$ cat config.mk
export PLATFORM = sky130hd
export DESIGN_NAME = rtc_pit
export DESIGN_NICKNAME = d
export VERILOG_FILES = /design/src/pkg/rtc_pit_pkg.sv /design/src/design/rtc_prescaler.sv /design/src/design/rtc_pit.sv
export VERILOG_INCLUDE_DIRS = /design/src /design/src/pkg
export SDC_FILE = /design/constraint.sdc
export NUM_CORES = 1
export LEC_CHECK = 0
export ABC_AREA = 1
export BUFFER_PORTS_ARGS = -buffer_cell sky130_fd_sc_hd__clkbuf_2
export CORE_MARGIN = 5
export CORE_UTILIZATION = 40
export DETAILED_ROUTE_END_ITERATION = 6
export PLACE_DENSITY = 0.64
export REMOVE_ABC_BUFFERS = 1
export SLEW_MARGIN = 10
export SYNTH_ARGS = -nofsm -noshare
export SYNTH_HDL_FRONTEND = slang
export SYNTH_SLANG_ARGS = --single-unit
$ cat constraint.sdc
create_clock -name i_clk -period 6.5 [get_ports i_clk]
set_clock_uncertainty 0.2 [all_clocks]
set_input_delay 0.65 -clock i_clk [delete_from_list [all_inputs] [get_ports i_clk]]
set_output_delay 0.65 -clock i_clk [all_outputs]
set_load 0.005 [all_outputs]
$ cat src/pkg/rtc_pit_consts.svh
// constants of the real-time counter and periodic interval timer: offsets, fields, resets,
// timing counts. assumes a 100 MHz system clock and register data 16 bits wide.
// Functional notes
// (RULE1) counter increments per prescaled tick, compares period/match
// (RULE2) counter, period and match are 16 bits
// (RULE3) match flag/event on count after equality
// (RULE4) wrap flag/event on count after period equality
// (RULE5) wrap clears counter to zero
// (RULE6) four timekeeping sources incl. oscillator divided 32
// (RULE7) 15-bit prescaler, division chosen by field
// (RULE8) correction in 1 ppm steps, up to 127
// (RULE9) slow crystal skips counts, fast inserts counts
// (RULE10) interval irq 4..32768 cycles, levels 64..8192
// (RULE11) interval timer enabled independently of counter
// (RULE12) bus clock four times timekeeping clock
// (RULE13) one source select feeds both functions
// (RULE14) software sets source before enabling anything
// (RULE15) counter start order: values, irqs, prescaler, enable
// (RULE16) enable bit one starts, zero stops counter
// (RULE17) interval start order: clock, irq, length, enable
// (RULE18) keeps running and interrupting during sleep
// (RULE19) prescaler stops only when both functions off
// (RULE20) interval output toggles every half interval
// (RULE21) irq asserted while enabled and flag set
`ifndef RTC_PIT_CONSTS_SVH
`define RTC_PIT_CONSTS_SVH

// ----------------------------------------------------------------
// register offsets
// ----------------------------------------------------------------
`define A_MAIN_CTRL 8'h00
`define A_IRQ_CTRL 8'h01
`define A_IRQ_FLAGS 8'h02
`define A_COUNT 8'h03
`define A_WRAP 8'h04
`define A_MATCH 8'h05
`define A_CALIB 8'h06
`define A_SRC_SEL 8'h07
`define A_PIT_CTRL 8'h08
`define A_PIT_IRQ_CTRL 8'h09
`define A_PIT_FLAGS 8'h0a

// ----------------------------------------------------------------
// field positions
// ----------------------------------------------------------------
`define F_EN 0
`define F_PSC 3
`define F_CORR 7
`define F_OVF 0
`define F_CMP 1
`define F_ERR 0
`define F_ERR_NEG 7
`define F_PIT_EN 0
`define F_PIT_PER 1
`define F_PIT_IE 0
`define F_PIT_FLAG 0

// ----------------------------------------------------------------
// reset values and timing counts
// ----------------------------------------------------------------
`define WRAP_RST 16'hffff
`define CORR_WINDOW 21'h0f4240
`define OSC_DIV_LAST 5'h1f
`define PIT_CODE_MIN 4'h1
`define PIT_CODE_MAX 4'he
`define PIT_EVT_LSB 5

`endif

$ cat src/pkg/rtc_pit_pkg.sv
// types of the real-time counter and periodic interval timer.
// assumes the constants header is on the include path.
`include "rtc_pit_consts.svh"

package rtc_pit_pkg;

    typedef enum logic [1:0] {SRC_XTAL, SRC_EXT, SRC_OSC, SRC_OSC_DIV} clk_src_t;

    typedef struct packed {
        logic [14:0] presc;
        logic [14:0] prev;
        logic step;
        logic [20:0] acc;
    } presc_state_t;

    typedef struct packed {
        logic [2:0] src_q;
        logic [4:0] odiv;
        clk_src_t src;
        logic cnt_en;
        logic [3:0] psc;
        logic corr_en;
        logic ovf_ie;
        logic cmp_ie;
        logic ovf_f;
        logic cmp_f;
        logic [15:0] cnt;
        logic [15:0] wrap_limit_reg;
        logic [15:0] cmp;
        logic [6:0] err_mag;
        logic err_neg;
        logic pit_en;
        logic [3:0] pit_per;
        logic pit_ie;
        logic pit_f;
        logic pit_seen;
        logic pit_wave;
        logic [15:0] rdata;
        logic irq_rtc;
        logic irq_pit;
        logic ovf_evt;
        logic cmp_evt;
        logic [7:0] pit_evt;
    } rtc_state_t;

endpackage

$ cat src/design/rtc_prescaler.sv
// shared 15-bit prescaler with crystal error correction.
// assumes i_tick is a one-cycle pulse per timekeeping clock period.
`timescale 1ns/1ps
`default_nettype none

module rtc_prescaler import rtc_pit_pkg::*; (
    input wire logic i_clk,
    input wire logic i_rst,
    input wire logic i_tick,
    input wire logic i_run,
    input wire logic i_corr_en,
    input wire logic [6:0] i_err_mag,
    input wire logic i_err_neg,
    output logic [14:0] o_presc,
    output logic [14:0] o_prev,
    output logic o_step
);

    presc_state_t s;
    presc_state_t n;
    logic [20:0] sum;
    logic fix;

    // ----------------------------------------------------------------
    // counting and correction
    // ----------------------------------------------------------------
    // error is added once per source tick; each window overflow is one fix
    always_comb begin
        n = s;
        n.step = 1'b0;
        n.prev = s.presc;
        sum = s.acc + {14'h0000, i_err_mag}; // RULE8
        fix = i_corr_en && (sum >= `CORR_WINDOW);
        if (i_run && i_tick) begin // RULE19
            n.acc = fix ? sum - `CORR_WINDOW : (i_corr_en ? sum : 21'h000000);
            if (fix && i_err_neg) begin
                n.step = 1'b0; // RULE9
            end else if (fix) begin
                n.presc = s.presc + 15'h0002; // RULE9
                n.step = 1'b1;
            end else begin
                n.presc = s.presc + 15'h0001; // RULE7
                n.step = 1'b1;
            end
        end
    end

    // state register; phase is kept while stopped, so first tick is unknown
    always_ff @(posedge i_clk) begin
        if (i_rst) begin
            s <= '0;
        end else begin
            s <= n;
        end
    end

    assign o_presc = s.presc;
    assign o_prev = s.prev;
    assign o_step = s.step;
endmodule

`default_nettype wire

$ cat src/design/rtc_pit.sv
// real-time counter and periodic interval timer with register port.
// assumes source clock inputs are sampled by i_clk, which runs far faster than any source.
`timescale 1ns/1ps
`default_nettype none

module rtc_pit import rtc_pit_pkg::*; (
    input wire logic i_clk,
    input wire logic i_rst,
    input wire logic i_xtal,
    input wire logic i_extclk,
    input wire logic i_osc,
    input wire logic [7:0] i_addr,
    input wire logic [15:0] i_wdata,
    input wire logic i_wr,
    input wire logic i_rd,
    output logic [15:0] o_rdata,
    output logic o_irq_rtc,
    output logic o_irq_pit,
    output logic o_ovf_evt,
    output logic o_cmp_evt,
    output logic [7:0] o_pit_evt,
    output logic o_pit_wave
);

    rtc_state_t s;
    rtc_state_t n;
    logic [2:0] rise;
    logic src_tick;
    logic run;
    logic [14:0] presc;
    logic [14:0] prev;
    logic step;
    logic [15:0] pv;
    logic [15:0] pvp;
    logic ctick;
    logic cmp_hit;
    logic ovf_hit;
    logic pit_ok;
    logic pit_hit;
    logic cnt_wr;
    logic flag_wr;
    logic pit_clr;

    // ----------------------------------------------------------------
    // shared prescaler
    // ----------------------------------------------------------------
    // one prescaler serves both functions so their phases stay locked
    rtc_prescaler u_presc (
        .i_clk(i_clk),
        .i_rst(i_rst),
        .i_tick(src_tick),
        .i_run(run),
        .i_corr_en(s.corr_en),
        .i_err_mag(s.err_mag),
        .i_err_neg(s.err_neg),
        .o_presc(presc),
        .o_prev(prev),
        .o_step(step)
    );

    // ----------------------------------------------------------------
    // next-state logic
    // ----------------------------------------------------------------
    always_comb begin
        n = s;
        pv = {1'b0, presc};
        pvp = {1'b0, prev};
        cnt_wr = i_wr && (i_addr == `A_COUNT);
        flag_wr = i_wr && (i_addr == `A_IRQ_FLAGS);
        pit_clr = i_wr && (i_addr == `A_PIT_FLAGS) && i_wdata[`F_PIT_FLAG];

        // source edges; needs i_clk well above the source rate
        n.src_q = {i_osc, i_extclk, i_xtal};
        rise = {i_osc, i_extclk, i_xtal} & ~s.src_q; // RULE12
        if (rise[2]) begin
            n.odiv = s.odiv + 5'h01;
        end

        // one select feeds counter and interval timer alike
        unique case (s.src) // RULE13
            SRC_XTAL: src_tick = rise[0]; // RULE6
            SRC_EXT: src_tick = rise[1];
            SRC_OSC: src_tick = rise[2];
            SRC_OSC_DIV: src_tick = rise[2] && (s.odiv == `OSC_DIV_LAST);
        endcase
        run = s.cnt_en || s.pit_en; // RULE19

        // counter tick when prescaler crosses a multiple of 2^psc
        ctick = step && s.cnt_en && (((presc >> s.psc) != (prev >> s.psc))
            || (presc < prev)); // RULE7
        cmp_hit = ctick && (s.cnt == s.cmp); // RULE3
        ovf_hit = ctick && (s.cnt == s.wrap_limit_reg); // RULE4

        // interval timer fires on a rising edge of the chosen prescaler bit
        pit_ok = (s.pit_per >= `PIT_CODE_MIN) && (s.pit_per <= `PIT_CODE_MAX);
        pit_hit = s.pit_en && pit_ok && step && pv[s.pit_per] && !pvp[s.pit_per]; // RULE10

        // register writes
        if (i_wr) begin
            case (i_addr)
                `A_MAIN_CTRL: begin
                    n.cnt_en = i_wdata[`F_EN]; // RULE16
                    n.psc = i_wdata[`F_PSC +: 4];
                    n.corr_en = i_wdata[`F_CORR];
                end
                `A_IRQ_CTRL: begin
                    n.ovf_ie = i_wdata[`F_OVF];
                    n.cmp_ie = i_wdata[`F_CMP];
                end
                `A_COUNT: n.cnt = i_wdata;
                `A_WRAP: n.wrap_limit_reg = i_wdata; // RULE2
                `A_MATCH: n.cmp = i_wdata;
                `A_CALIB: begin
                    n.err_mag = i_wdata[`F_ERR +: 7];
                    n.err_neg = i_wdata[`F_ERR_NEG];
                end
                `A_SRC_SEL: n.src = clk_src_t'(i_wdata[1:0]);
                `A_PIT_CTRL: begin
                    n.pit_en = i_wdata[`F_PIT_EN]; // RULE11
                    n.pit_per = i_wdata[`F_PIT_PER +: 4];
                end
                `A_PIT_IRQ_CTRL: n.pit_ie = i_wdata[`F_PIT_IE];
                default: begin
                end
            endcase
        end

        // write one to clear; clears first so a same-cycle hit survives
        if (flag_wr && i_wdata[`F_OVF]) begin
            n.ovf_f = 1'b0;
        end
        if (flag_wr && i_wdata[`F_CMP]) begin
            n.cmp_f = 1'b0;
        end
        if (pit_clr) begin
            n.pit_f = 1'b0;
        end

        // counting, wrap and flag setting
        if (ctick) begin
            n.cnt = ovf_hit ? 16'h0000 : s.cnt + 16'h0001; // RULE1 RULE5
        end
        if (ovf_hit) begin
            n.ovf_f = 1'b1; // RULE4
        end
        if (cmp_hit) begin
            n.cmp_f = 1'b1; // RULE3
        end
        if (pit_hit) begin
            n.pit_f = 1'b1; // RULE10
        end
        n.ovf_evt = ovf_hit;
        n.cmp_evt = cmp_hit;

        // square wave at the interval, shown after the first interrupt
        n.pit_seen = s.pit_en && pit_ok && (s.pit_seen || pit_hit);
        n.pit_wave = n.pit_seen && pv[s.pit_per]; // RULE20
        n.pit_evt = presc[`PIT_EVT_LSB +: 8]; // RULE10

        // request lines; no clock gating, so they work in any sleep state
        n.irq_rtc = (n.ovf_f && n.ovf_ie) || (n.cmp_f && n.cmp_ie); // RULE21 RULE18
        n.irq_pit = n.pit_f && n.pit_ie; // RULE21

        // read data stand in the cycle after the strobe only
        n.rdata = 16'h0000;
        if (i_rd) begin
            case (i_addr)
                `A_MAIN_CTRL: begin
                    n.rdata[`F_EN] = s.cnt_en;
                    n.rdata[`F_PSC +: 4] = s.psc;
                    n.rdata[`F_CORR] = s.corr_en;
                end
                `A_IRQ_CTRL: begin
                    n.rdata[`F_OVF] = s.ovf_ie;
                    n.rdata[`F_CMP] = s.cmp_ie;
                end
                `A_IRQ_FLAGS: begin
                    n.rdata[`F_OVF] = s.ovf_f;
                    n.rdata[`F_CMP] = s.cmp_f;
                end
                `A_COUNT: n.rdata = s.cnt;
                `A_WRAP: n.rdata = s.wrap_limit_reg;
                `A_MATCH: n.rdata = s.cmp;
                `A_CALIB: begin
                    n.rdata[`F_ERR +: 7] = s.err_mag;
                    n.rdata[`F_ERR_NEG] = s.err_neg;
                end
                `A_SRC_SEL: n.rdata[1:0] = s.src;
                `A_PIT_CTRL: begin
                    n.rdata[`F_PIT_EN] = s.pit_en;
                    n.rdata[`F_PIT_PER +: 4] = s.pit_per;
                end
                `A_PIT_IRQ_CTRL: n.rdata[`F_PIT_IE] = s.pit_ie;
                `A_PIT_FLAGS: n.rdata[`F_PIT_FLAG] = s.pit_f;
                default: n.rdata = 16'h0000;
            endcase
        end
    end

    // ----------------------------------------------------------------
    // state register
    // ----------------------------------------------------------------
    always_ff @(posedge i_clk) begin
        if (i_rst) begin
            s <= '0;
            s.wrap_limit_reg <= `WRAP_RST;
        end else begin
            s <= n;
        end
    end

    // outputs straight from the state flops
    assign o_rdata = s.rdata;
    assign o_irq_rtc = s.irq_rtc;
    assign o_irq_pit = s.irq_pit;
    assign o_ovf_evt = s.ovf_evt;
    assign o_cmp_evt = s.cmp_evt;
    assign o_pit_evt = s.pit_evt;
    assign o_pit_wave = s.pit_wave;
endmodule

`default_nettype wire

==> results of run 1 <==
-- metal layers --
layer / share of wire, % / routed length (um) / vias to the layer above / global-route usage, %
li1: - / - / 5125 / -
met1: 47 / 14300 / 4667 / 29.0
met2: 46 / 13800 / 291 / 33.7
met3: 5.0 / 1510 / 51 / 3.23
met4: 2.0 / 619 / 0 / 6.04
met5: 0 / 0 / - / 0
-- power by group through the flow --
stage	registers, mW	clock network (mW)	logic [mW]
6_report	0.967	1.05	0.0650
5_1_grt	0.968	1.10	0.0721
4_1_cts	0.967	1.06	0.0646
3_5_place_dp	0.990	0	0.0644
3_3_place_gp	0.990	0	0.0640
2_1_floorplan	0.989	0	0.0251
-- sequential cells by signal (all words and copies together), names as in the netlist --
register / cells
u_presc.o_presc: 15
u_presc.o_prev: 8
o_ovf_evt: 1
u_presc.o_step: 1
o_pit_evt: 7
o_rdata: 16
o_irq_rtc: 1
o_irq_pit: 1
o_pit_wave: 1
u_presc.s: 21
s: 84
o_cmp_evt: 1
-- tightest hold or removal path: stages --
cell and delay [ns]:
clkbuf_2 0.08, inv_1 0.06, nor2_1 0.04
-- area by class of cell --
cell class,instances,area (sq um)
well taps,330,413
clock inverters,15,191
repair buffers,66,350
clock buffers,17,425
flip-flops and latches,157,3140
fillers,2636,14000
multi-input cells,1129,5810
inverters,225,845
-- final timing paths --
check / startpoint / to / slack, ns / cells past startpoint
worst max-delay path: s[38] / u_presc.o_presc[13] / 1.98 / 20
worst min-delay path: i_osc / s[112] / 0.22 / 3
worst max register to register: s[38] / u_presc.o_presc[13] / 1.98 / 20
worst min register to register: u_presc.s[6] / u_presc.s[6] / 0.27 / 2
-- cell families (layout without fill, tap and decap cells) --
family | after synthesis | in the layout
compound gates | 256 | 256
xor+xnor | 76 | 76
fa+ha+maj | 29 | 29
buf+inv | 308 | 323
flops | 157 | 157
mux | 1 | 1
simple gates | 767 | 767
-- Yosys cell counts (20+ instances only) --
master and number:
nand2_1 345, nor2_1 221, inv_1 210, dfxtp_1 157, nand3_1 112, a21oi_1 85
o21ai_0 84, xor2_1 56, clkbuf_1 37, ha_1 28, buf_4 27, a211oi_1 23
nor3_1 23, nand4_1 21, o22ai_1 20
-- per-stage QoR --
stage	setup WS (ns)	hold slack, ns	utilization [%]
finish	1.98	0.217	44.4
global route	1.46	0.225	44.4
CTS	2.01	0.202	44.4
detailed placement	2.03	0.263	41.9
global placement	2.20	0.259	41.9
floorplan	2.87	0.243	-
==> results.py, run 1 <==
metrics = {
    "outcome": {
        "status": "completed",
    },
    "timing": {
        "maxSlewViolCount": 0,
        "slew-limit-headroom_pct": 24.8,
        "fmax_mhz": 221,
        "worst_slew_pin_slew_ns": 1.13,
        "finalSetupViolCount": 0,
        "hold_viol": 0,
        "post-route-period-util_pct": 69.6,
        "fin_setup_tns_ns": 0,
        "fin_crit_ns": 4.52,
        "rsz0062_at_grt": "false",
    },
    "synthesis": {
        "synth-edff-count": 0,
        "postSynthAreaPerCell_sq_um": 6.43,
        "synthArstFlopShare_pct": 0,
        "synth_warnings": 0,
        "synth_top_family_by_area": "simple AND/OR/NAND/NOR gates",
        "synth_compound_area_share_pct": 14.4,
        "synthAdderAreaFrac_pct": 3.62,
        "synthSimpleGateAreaFrac_pct": 32.0,
        "synth-seq-cells": 157,
        "yosysTopAreaCellShare_pct": 30.7,
        "synth.area.mux_share_pct": 0.0977,
        "ys_top_cells_by_area": "dfxtp_1 31%, nand2_1 13%, nor2_1 8.1%",
        "syn_inst": 1594,
        "yosysSeqAreaShare_pct": 30.7,
        "synth_area_leader_cell": "dfxtp_1",
        "synth_ff_type": "dfxtp_1",
        "synth_xor_area_share_pct": 6.57,
        "synth_area_sq_um": 10200,
        "yosysUniqueCellTypes": 49,
    },
    "setup_path": {
        "slowest_delay_ns": 0.81,
        "worstSetupPathType": "flop to flop",
        "end_kind": "flop",
        "critPathArrivalTime_ns": 4.68,
        "cp.required_ns": 6.66,
        "cp-start-kind": "flop",
        "path_common_cell": "nand2_1",
        "cp_top_family": "simple AND/OR/NAND/NOR gates",
        "cp_num_buf_inv": 3,
        "cp_max_fo": 38,
        "crit_chain": "ha_1 -> inv_1 -> fa_1 -> inv_1 -> nand2_1 -> nand3_2 -> xor2_2 -> inv_1 -> ha_1 -> nand4_1 -> nor2_1 -> nand3_1 -> nor2_1 -> nand3_1 -> nand3_2 -> nand2_1 -> nand2_1 -> nand2_2 -> nand2_1 -> a21oi_1",
        "cp_slowest_cell": "nand2_1",
    },
    "power": {
        "power_density_nw_per_um2": 186,
        "swShare_pct": 27.5,
        "p_seq_share_pct": 46.5,
        "internal_power_mw": 1.51,
        "clkPwrFrac_pct": 50.3,
        "peakVddDrop_mv": 0.123,
        "switching_power_mw": 0.571,
        "power_frac_comb_pct": 3.1,
        "power_mw": 2.08,
        "p_leak_nw": 4.93,
    },
    "clocking": {
        "post-cts-setup-buffers": 0,
        "holdBufCountCts": 0,
        "cts_tree": "yes",
        "path_clk_slew_ns": 0.08,
        "htreeDepth": 4,
        "cts_root_buf": "clkbuf_16",
        "clock_path_buffers": 2,
        "cts_buffers": 17,
        "clock_sinks": 157,
        "clock_latency_ns": 0.44,
        "cts_resized": 0,
    },
    "final_layout": {
        "stdcell_count": 1939,
        "areaGrowthSynthToFinish_pct": 9.09,
        "design_area_sq_um": 11200,
        "diodes": 0,
        "mostFrequentLayoutCells": "345 x nand2_1, 221 x nor2_1, 210 x inv_1",
        "layout_commonest_cell": "nand2_1",
        "layout.nets": 1656,
        "drive_gt1_share_pct": 8.70,
    },
    "detailed_routing": {
        "drc": 0,
        "drt-total-wl_um": 30200,
        "via_per_inst": 5.23,
        "vias": 10100,
        "dr.first_iter.drc_count": 835,
        "wl_per_cell_um": 15.6,
        "drtAntennaViolNets": 0,
        "dr.pass1.iters": 5,
    },
    "floorplanning": {
        "start_util_pct": 40.7,
        "die_h_um": 170,
        "die_w_um": 170,
        "coreArea_sq_um": 25200,
        "rows": 58,
        "num_io_pins": 60,
        "die_area_sq_um": 28900,
    },
    "grt": {
        "overflow": 0,
        "grt_max_degree": 53,
        "grt_pass1_vias": 9500,
        "grt_pass1_wl_um": 49200,
        "antenna_found_initial": 0,
        "grt_usage_pct": 20.9,
    },
    "hold_path": {
        "hp-class": "input port to flop",
    },
    "placement": {
        "place_congestion": 0.932,
        "place_inst": 1907,
        "placed_area_sq_um": 10600,
        "dpl.hpwl_um": 22100,
        "io_buffers": 59,
    },
    "run": {
        "maxCapViolations": 0,
    },
}
Power figures use the tool's default switching activity.
==> run 2: changes to the inputs <==
clock period = 4.6 ns   (was 6.5 ns; I/O delays follow)
==> run 2 against run 1 <==
Net effect: via count about the same; clock power grew 37%; highest routed layer unchanged; combinational power grew 41%; sequential cell count is the same; fmax increased by 23%; sequential power increased by 42%; register-to-register slack worse by 1.1 ns; critical path type unchanged; largest power group unchanged; wire length fell by 2.1%; final cell count increased by 0.26%; count of clock-buffer cells in the layout unchanged; die area did not move; first-iteration DRC count grew 4.0%.
==> results.py, run 2 (same netlist as run 1, synthesis figures left out) <==
metrics = {
    "clocking": {
        "clock_sinks": 157,
        "cts_root_buf": "clkbuf_16",
        "htreeDepth": 4,
        "clock_path_buffers": 2,
        "cts_resized": 0,
        "clock_latency_ns": 0.44,
        "path_clk_slew_ns": 0.08,
        "cts_tree": "yes",
        "cts_buffers": 17,
        "holdBufCountCts": 0,
        "post-cts-setup-buffers": 0,
    },
    "detailed_routing": {
        "vias": 10100,
        "drtAntennaViolNets": 0,
        "dr.pass1.iters": 7,
        "drt-total-wl_um": 29600,
        "dr.first_iter.drc_count": 868,
        "wl_per_cell_um": 15.2,
        "via_per_inst": 5.21,
        "drc": 0,
    },
    "hold_path": {
        "hp-start": "i_osc",
        "hp-class": "input port to flop",
    },
    "final_layout": {
        "drive_gt1_share_pct": 8.98,
        "layout_commonest_cell": "nand2_1",
        "stdcell_count": 1944,
        "n_fill_cell": 2605,
        "ff_latch_area_sq_um": 3140,
        "layout.nets": 1661,
        "areaGrowthSynthToFinish_pct": 9.47,
        "fin_util_pct": 44.5,
        "regMostFlops": "s",
        "mostFrequentLayoutCells": "345 x nand2_1, 221 x nor2_1, 210 x inv_1",
        "design_area_sq_um": 11200,
        "multi_input_area_sq_um": 5810,
        "largest_reg_flops": 84,
        "diodes": 0,
    },
    "timing": {
        "slew-limit-headroom_pct": 33.9,
        "post-route-period-util_pct": 80.3,
        "rsz0062_at_grt": "false",
        "fin_setup_tns_ns": 0,
        "fmax_mhz": 271,
        "maxSlewViolCount": 0,
        "hold-worst-slack_ns": 0.0238,
        "worst_slew_pin_slew_ns": 0.989,
        "fin_crit_ns": 3.69,
        "hold_viol": 0,
        "fin_ws_ns": 0.908,
        "finalSetupViolCount": 0,
    },
    "power": {
        "peakVddDrop_mv": 0.184,
        "power_density_nw_per_um2": 259,
        "power_mw": 2.90,
        "p_leak_nw": 4.96,
    },
    "grt": {
        "grt_usage_pct": 20.6,
        "grt_pass1_wl_um": 48700,
        "overflow": 0,
        "antenna_found_initial": 0,
        "grt_max_degree": 64,
        "grt_pass1_vias": 9423,
    },
    "floorplanning": {
        "die_h_um": 170,
        "start_util_pct": 40.7,
        "die_w_um": 170,
        "die_area_sq_um": 28900,
        "rows": 58,
        "num_io_pins": 60,
        "coreArea_sq_um": 25200,
    },
    "run": {
        "maxCapViolations": 0,
    },
    "setup_path": {
        "critPathArrivalTime_ns": 3.88,
        "worstSetupPathType": "flop to flop",
        "worstSetupStartpoint": "s[38]",
        "end_kind": "flop",
        "cp.required_ns": 4.78,
        "cp_max_fo": 16,
        "cp-start-kind": "flop",
        "crit-reg2reg-launch": "s[38]",
    },
    "placement": {
        "place_inst": 1912,
        "io_buffers": 59,
        "dpl.hpwl_um": 21900,
        "place_congestion": 0.953,
        "post-place-ws_ns": 0.936,
        "placed_area_sq_um": 10600,
    },
    "outcome": {
        "status": "completed",
    },
}
==> run 2: changes by cell type in the layout (fill, tap and decap cells not counted), sizes merged <==
cell | before | now
buf | 8 | 13
clkinv | 9 | 10
clkinvlp | 2 | 1
==> run 2: area by class of cell <==
cell class	instances	area share [%]
Sequential cell	157	28.0
Multi-Input combinational cell	1129	51.8
Tap cell	330	3.68
Clock inverter	15	1.72
Timing Repair Buffer	71	3.46
Clock buffer	17	3.79
Inverter	225	7.53
==> run 2: worst max-delay path, stage by stage (launching register included) <==
cell,delay [ns]
dfxtp_1,0.40
ha_1,0.23
inv_1,0.07
fa_1,0.40
inv_1,0.11
nand3_1,0.07
nand3_1,0.16
nand2_1,0.10
nand2_1,0.12
nand2_1,0.07
nand2_2,0.10
nand3_2,0.11
nand2_1,0.13
nand3_2,0.12
nand3_1,0.12
nand3_2,0.27
nand2_1,0.28
buf_4,0.25
nand2_1,0.07
o21ai_0,0.08
nand3_1,0.09
nand2_1,0.09
==> run 2: where the power goes <==
group / internal (mW) / switching [mW]
sequential: 1.36 / 0.00347
clock: 0.740 / 0.702
combinational: 0.0242 / 0.0672
total: 2.13 / 0.772
==> run 2: worst paths after layout <==
path / endpoint / slack [ns] / cells after the start
setup / recovery: u_presc.o_presc[7] / 0.91 / 21
hold / removal: s[112] / 0.02 / 3
setup reg to reg: u_presc.o_presc[7] / 0.91 / 21
hold reg to reg: u_presc.s[6] / 0.28 / 2
==> run 2: routing by layer <==
metal,track usage (%),vias to the layer above,routed length [um],share of wire [%]
met5,0,-,0,0
met4,6.01,0,531,1.8
met3,2.90,42,1780,6.0
met2,32.2,334,13100,44
met1,29.6,4606,14200,48
li1,-,5142,-,-
==> run 3: changes to the inputs <==
PLACE_DENSITY = 0.66   (was 0.64)
clock period = 3.3 ns   (was 4.6 ns; I/O delays follow)
==> run 3 against run 2 <==
Net effect: register-to-register slack worse by 0.71 ns; final cell count increased by 2.2%; cell area increased by 4.0%; setup slack worse by 0.71 ns.
==> results.py, run 3 (same netlist as run 1, synthesis figures left out) <==
metrics = {
    "outcome": {
        "status": "completed",
    },
    "grt": {
        "antenna_found_initial": 0,
        "grt_usage_pct": 20.5,
        "overflow": 0,
        "grt_max_degree": 62,
        "grt_pass1_wl_um": 48500,
        "grt_pass1_vias": 9344,
    },
    "detailed_routing": {
        "wl_per_cell_um": 15.3,
        "drt-total-wl_um": 30400,
        "drtAntennaViolNets": 0,
        "vias": 10300,
        "dr.first_iter.drc_count": 1058,
        "drc": 0,
        "dr.pass1.iters": 6,
        "via_per_inst": 5.17,
    },
    "final_layout": {
        "mostFrequentLayoutCells": "342 x nand2_1, 221 x nor2_1, 209 x inv_1",
        "drive_gt1_share_pct": 11.5,
        "layout.nets": 1703,
        "largest_reg_flops": 84,
        "diodes": 0,
        "layout_commonest_cell": "nand2_1",
        "regMostFlops": "s",
        "n_fill_cell": 2629,
        "stdcell_count": 1986,
        "ff_latch_area_sq_um": 3150,
        "multi_input_area_sq_um": 5930,
        "areaGrowthSynthToFinish_pct": 13.9,
    },
    "setup_path": {
        "worstSetupPathType": "flop to flop",
        "ff2ff_path_depth": 21,
        "cp_max_fo": 8,
        "critPathArrivalTime_ns": 3.22,
        "reg2reg_slack_ns": 0.20,
        "r2r-end": "u_presc.o_presc[10]",
        "cp.required_ns": 3.42,
        "crit-reg2reg-launch": "s[38]",
        "cp-start-kind": "flop",
        "end_kind": "flop",
    },
    "floorplanning": {
        "coreArea_sq_um": 25200,
        "rows": 58,
        "die_h_um": 170,
        "die_w_um": 170,
        "die_area_sq_um": 28900,
        "start_util_pct": 40.7,
        "num_io_pins": 60,
    },
    "hold_path": {
        "hp-class": "input port to flop",
        "hold_end": "s[49]",
        "whs_path_depth": 3,
        "hp-start": "i_wdata[4]",
    },
    "clocking": {
        "clock_sinks": 157,
        "cts_buffers": 17,
        "clock_path_buffers": 2,
        "htreeDepth": 4,
        "clock_latency_ns": 0.43,
        "cts_root_buf": "clkbuf_16",
        "path_clk_slew_ns": 0.07,
        "cts_tree": "yes",
    },
    "run": {
        "maxCapViolations": 0,
    },
    "timing": {
        "fin_setup_tns_ns": 0,
        "slew-limit-headroom_pct": 51.5,
        "fin_ws_ns": 0.197,
        "finalSetupViolCount": 0,
        "maxSlewViolCount": 0,
        "fmax_mhz": 322,
        "hold_viol": 0,
        "post-route-period-util_pct": 94.0,
        "worst_slew_pin_slew_ns": 0.727,
        "rsz0062_at_grt": "true",
        "fin_crit_ns": 3.10,
    },
    "placement": {
        "dpl.hpwl_um": 22400,
        "post-place-ws_ns": 0.115,
        "place_congestion": 0.930,
        "io_buffers": 59,
        "place_inst": 1935,
    },
    "power": {
        "peakVddDrop_mv": 0.279,
        "power_density_nw_per_um2": 347,
        "p_leak_nw": 5.16,
    },
}
-- run 3: what timing repair did --
action,4_1_cts,5_1_grt
buffers inserted,0,4
gates resized for setup,0,24
hold buffers,13,0
setup endpoints to repair,0,30
hold endpoints to repair,21,0
-- run 3: report_power, final --
part | switching, mW | total [mW] | internal [mW] | leakage, nW
Clock | 0.967 | 1.99 | 1.02 | 0.289
Sequential | 0.00477 | 1.90 | 1.90 | 1.27
Combinational | 0.0984 | 0.145 | 0.0470 | 3.60
Total | 1.07 | 4.04 | 2.97 | 5.16
-- run 3: through the flow --
stage	total power [mW]	utilization, %	hold WS (ns)	area, sq um
detailed placement	2.08	42.8	0.263	10800
finish	4.04	46.3	0.0187	11700
floorplan	2.00	-	0.199	9790
global placement	2.08	42.8	0.257	10800
CTS	4.07	45.6	0.00593	11500
global route	4.16	46.3	0.0338	11700
-- run 3: worst max path at each step --
stage | startpoint | end | slack [ns] | cells past startpoint
2_1_floorplan | s[38] | u_presc.o_presc[13] | -0.33 | 20
3_3_place_gp | s[38] | u_presc.o_presc[13] | 0.23 | 20
3_5_place_dp | s[38] | u_presc.o_presc[13] | 0.12 | 20
4_1_cts | s[38] | u_presc.o_presc[13] | 0.06 | 20
5_1_grt | u_presc.s[0] | u_presc.o_presc[2] | -0.03 | 21
6_report | s[38] | u_presc.o_presc[10] | 0.20 | 21
-- run 3: critical path, cell delays in order (launching register included) --
cell and delay, ns:
dfxtp_2 0.34, ha_2 0.18, inv_1 0.05, fa_2 0.35, inv_2 0.08, nand2_1 0.07
nand3_2 0.10, xor2_2 0.20, inv_1 0.10, ha_1 0.20, nand4_1 0.09, nor2_1 0.04
nand3_1 0.09, nor2_1 0.06, nand3_1 0.09, nand3_2 0.13, buf_6 0.17, nand3_4 0.11
nand2_8 0.08, buf_12 0.15, nand2_1 0.05, nand2_1 0.05
-- run 3: area by class of cell --
class | instances | share of cell area, %
Multi-Input combinational cell | 1131 | 50.8
Sequential cell | 157 | 27.0
Inverter | 225 | 7.24
Timing Repair Buffer | 111 | 6.38
Clock buffer | 17 | 3.65
Tap cell | 330 | 3.54
Clock inverter | 15 | 1.37
-- run 3: per-layer routing --
metal	share of wire [%]	vias to the layer above	track usage (%)
met5	0	-	0
met4	1.7	0	5.56
met3	5.9	49	2.72
met2	46	328	33.5
met1	47	4675	28.8
li1	-	5223	-
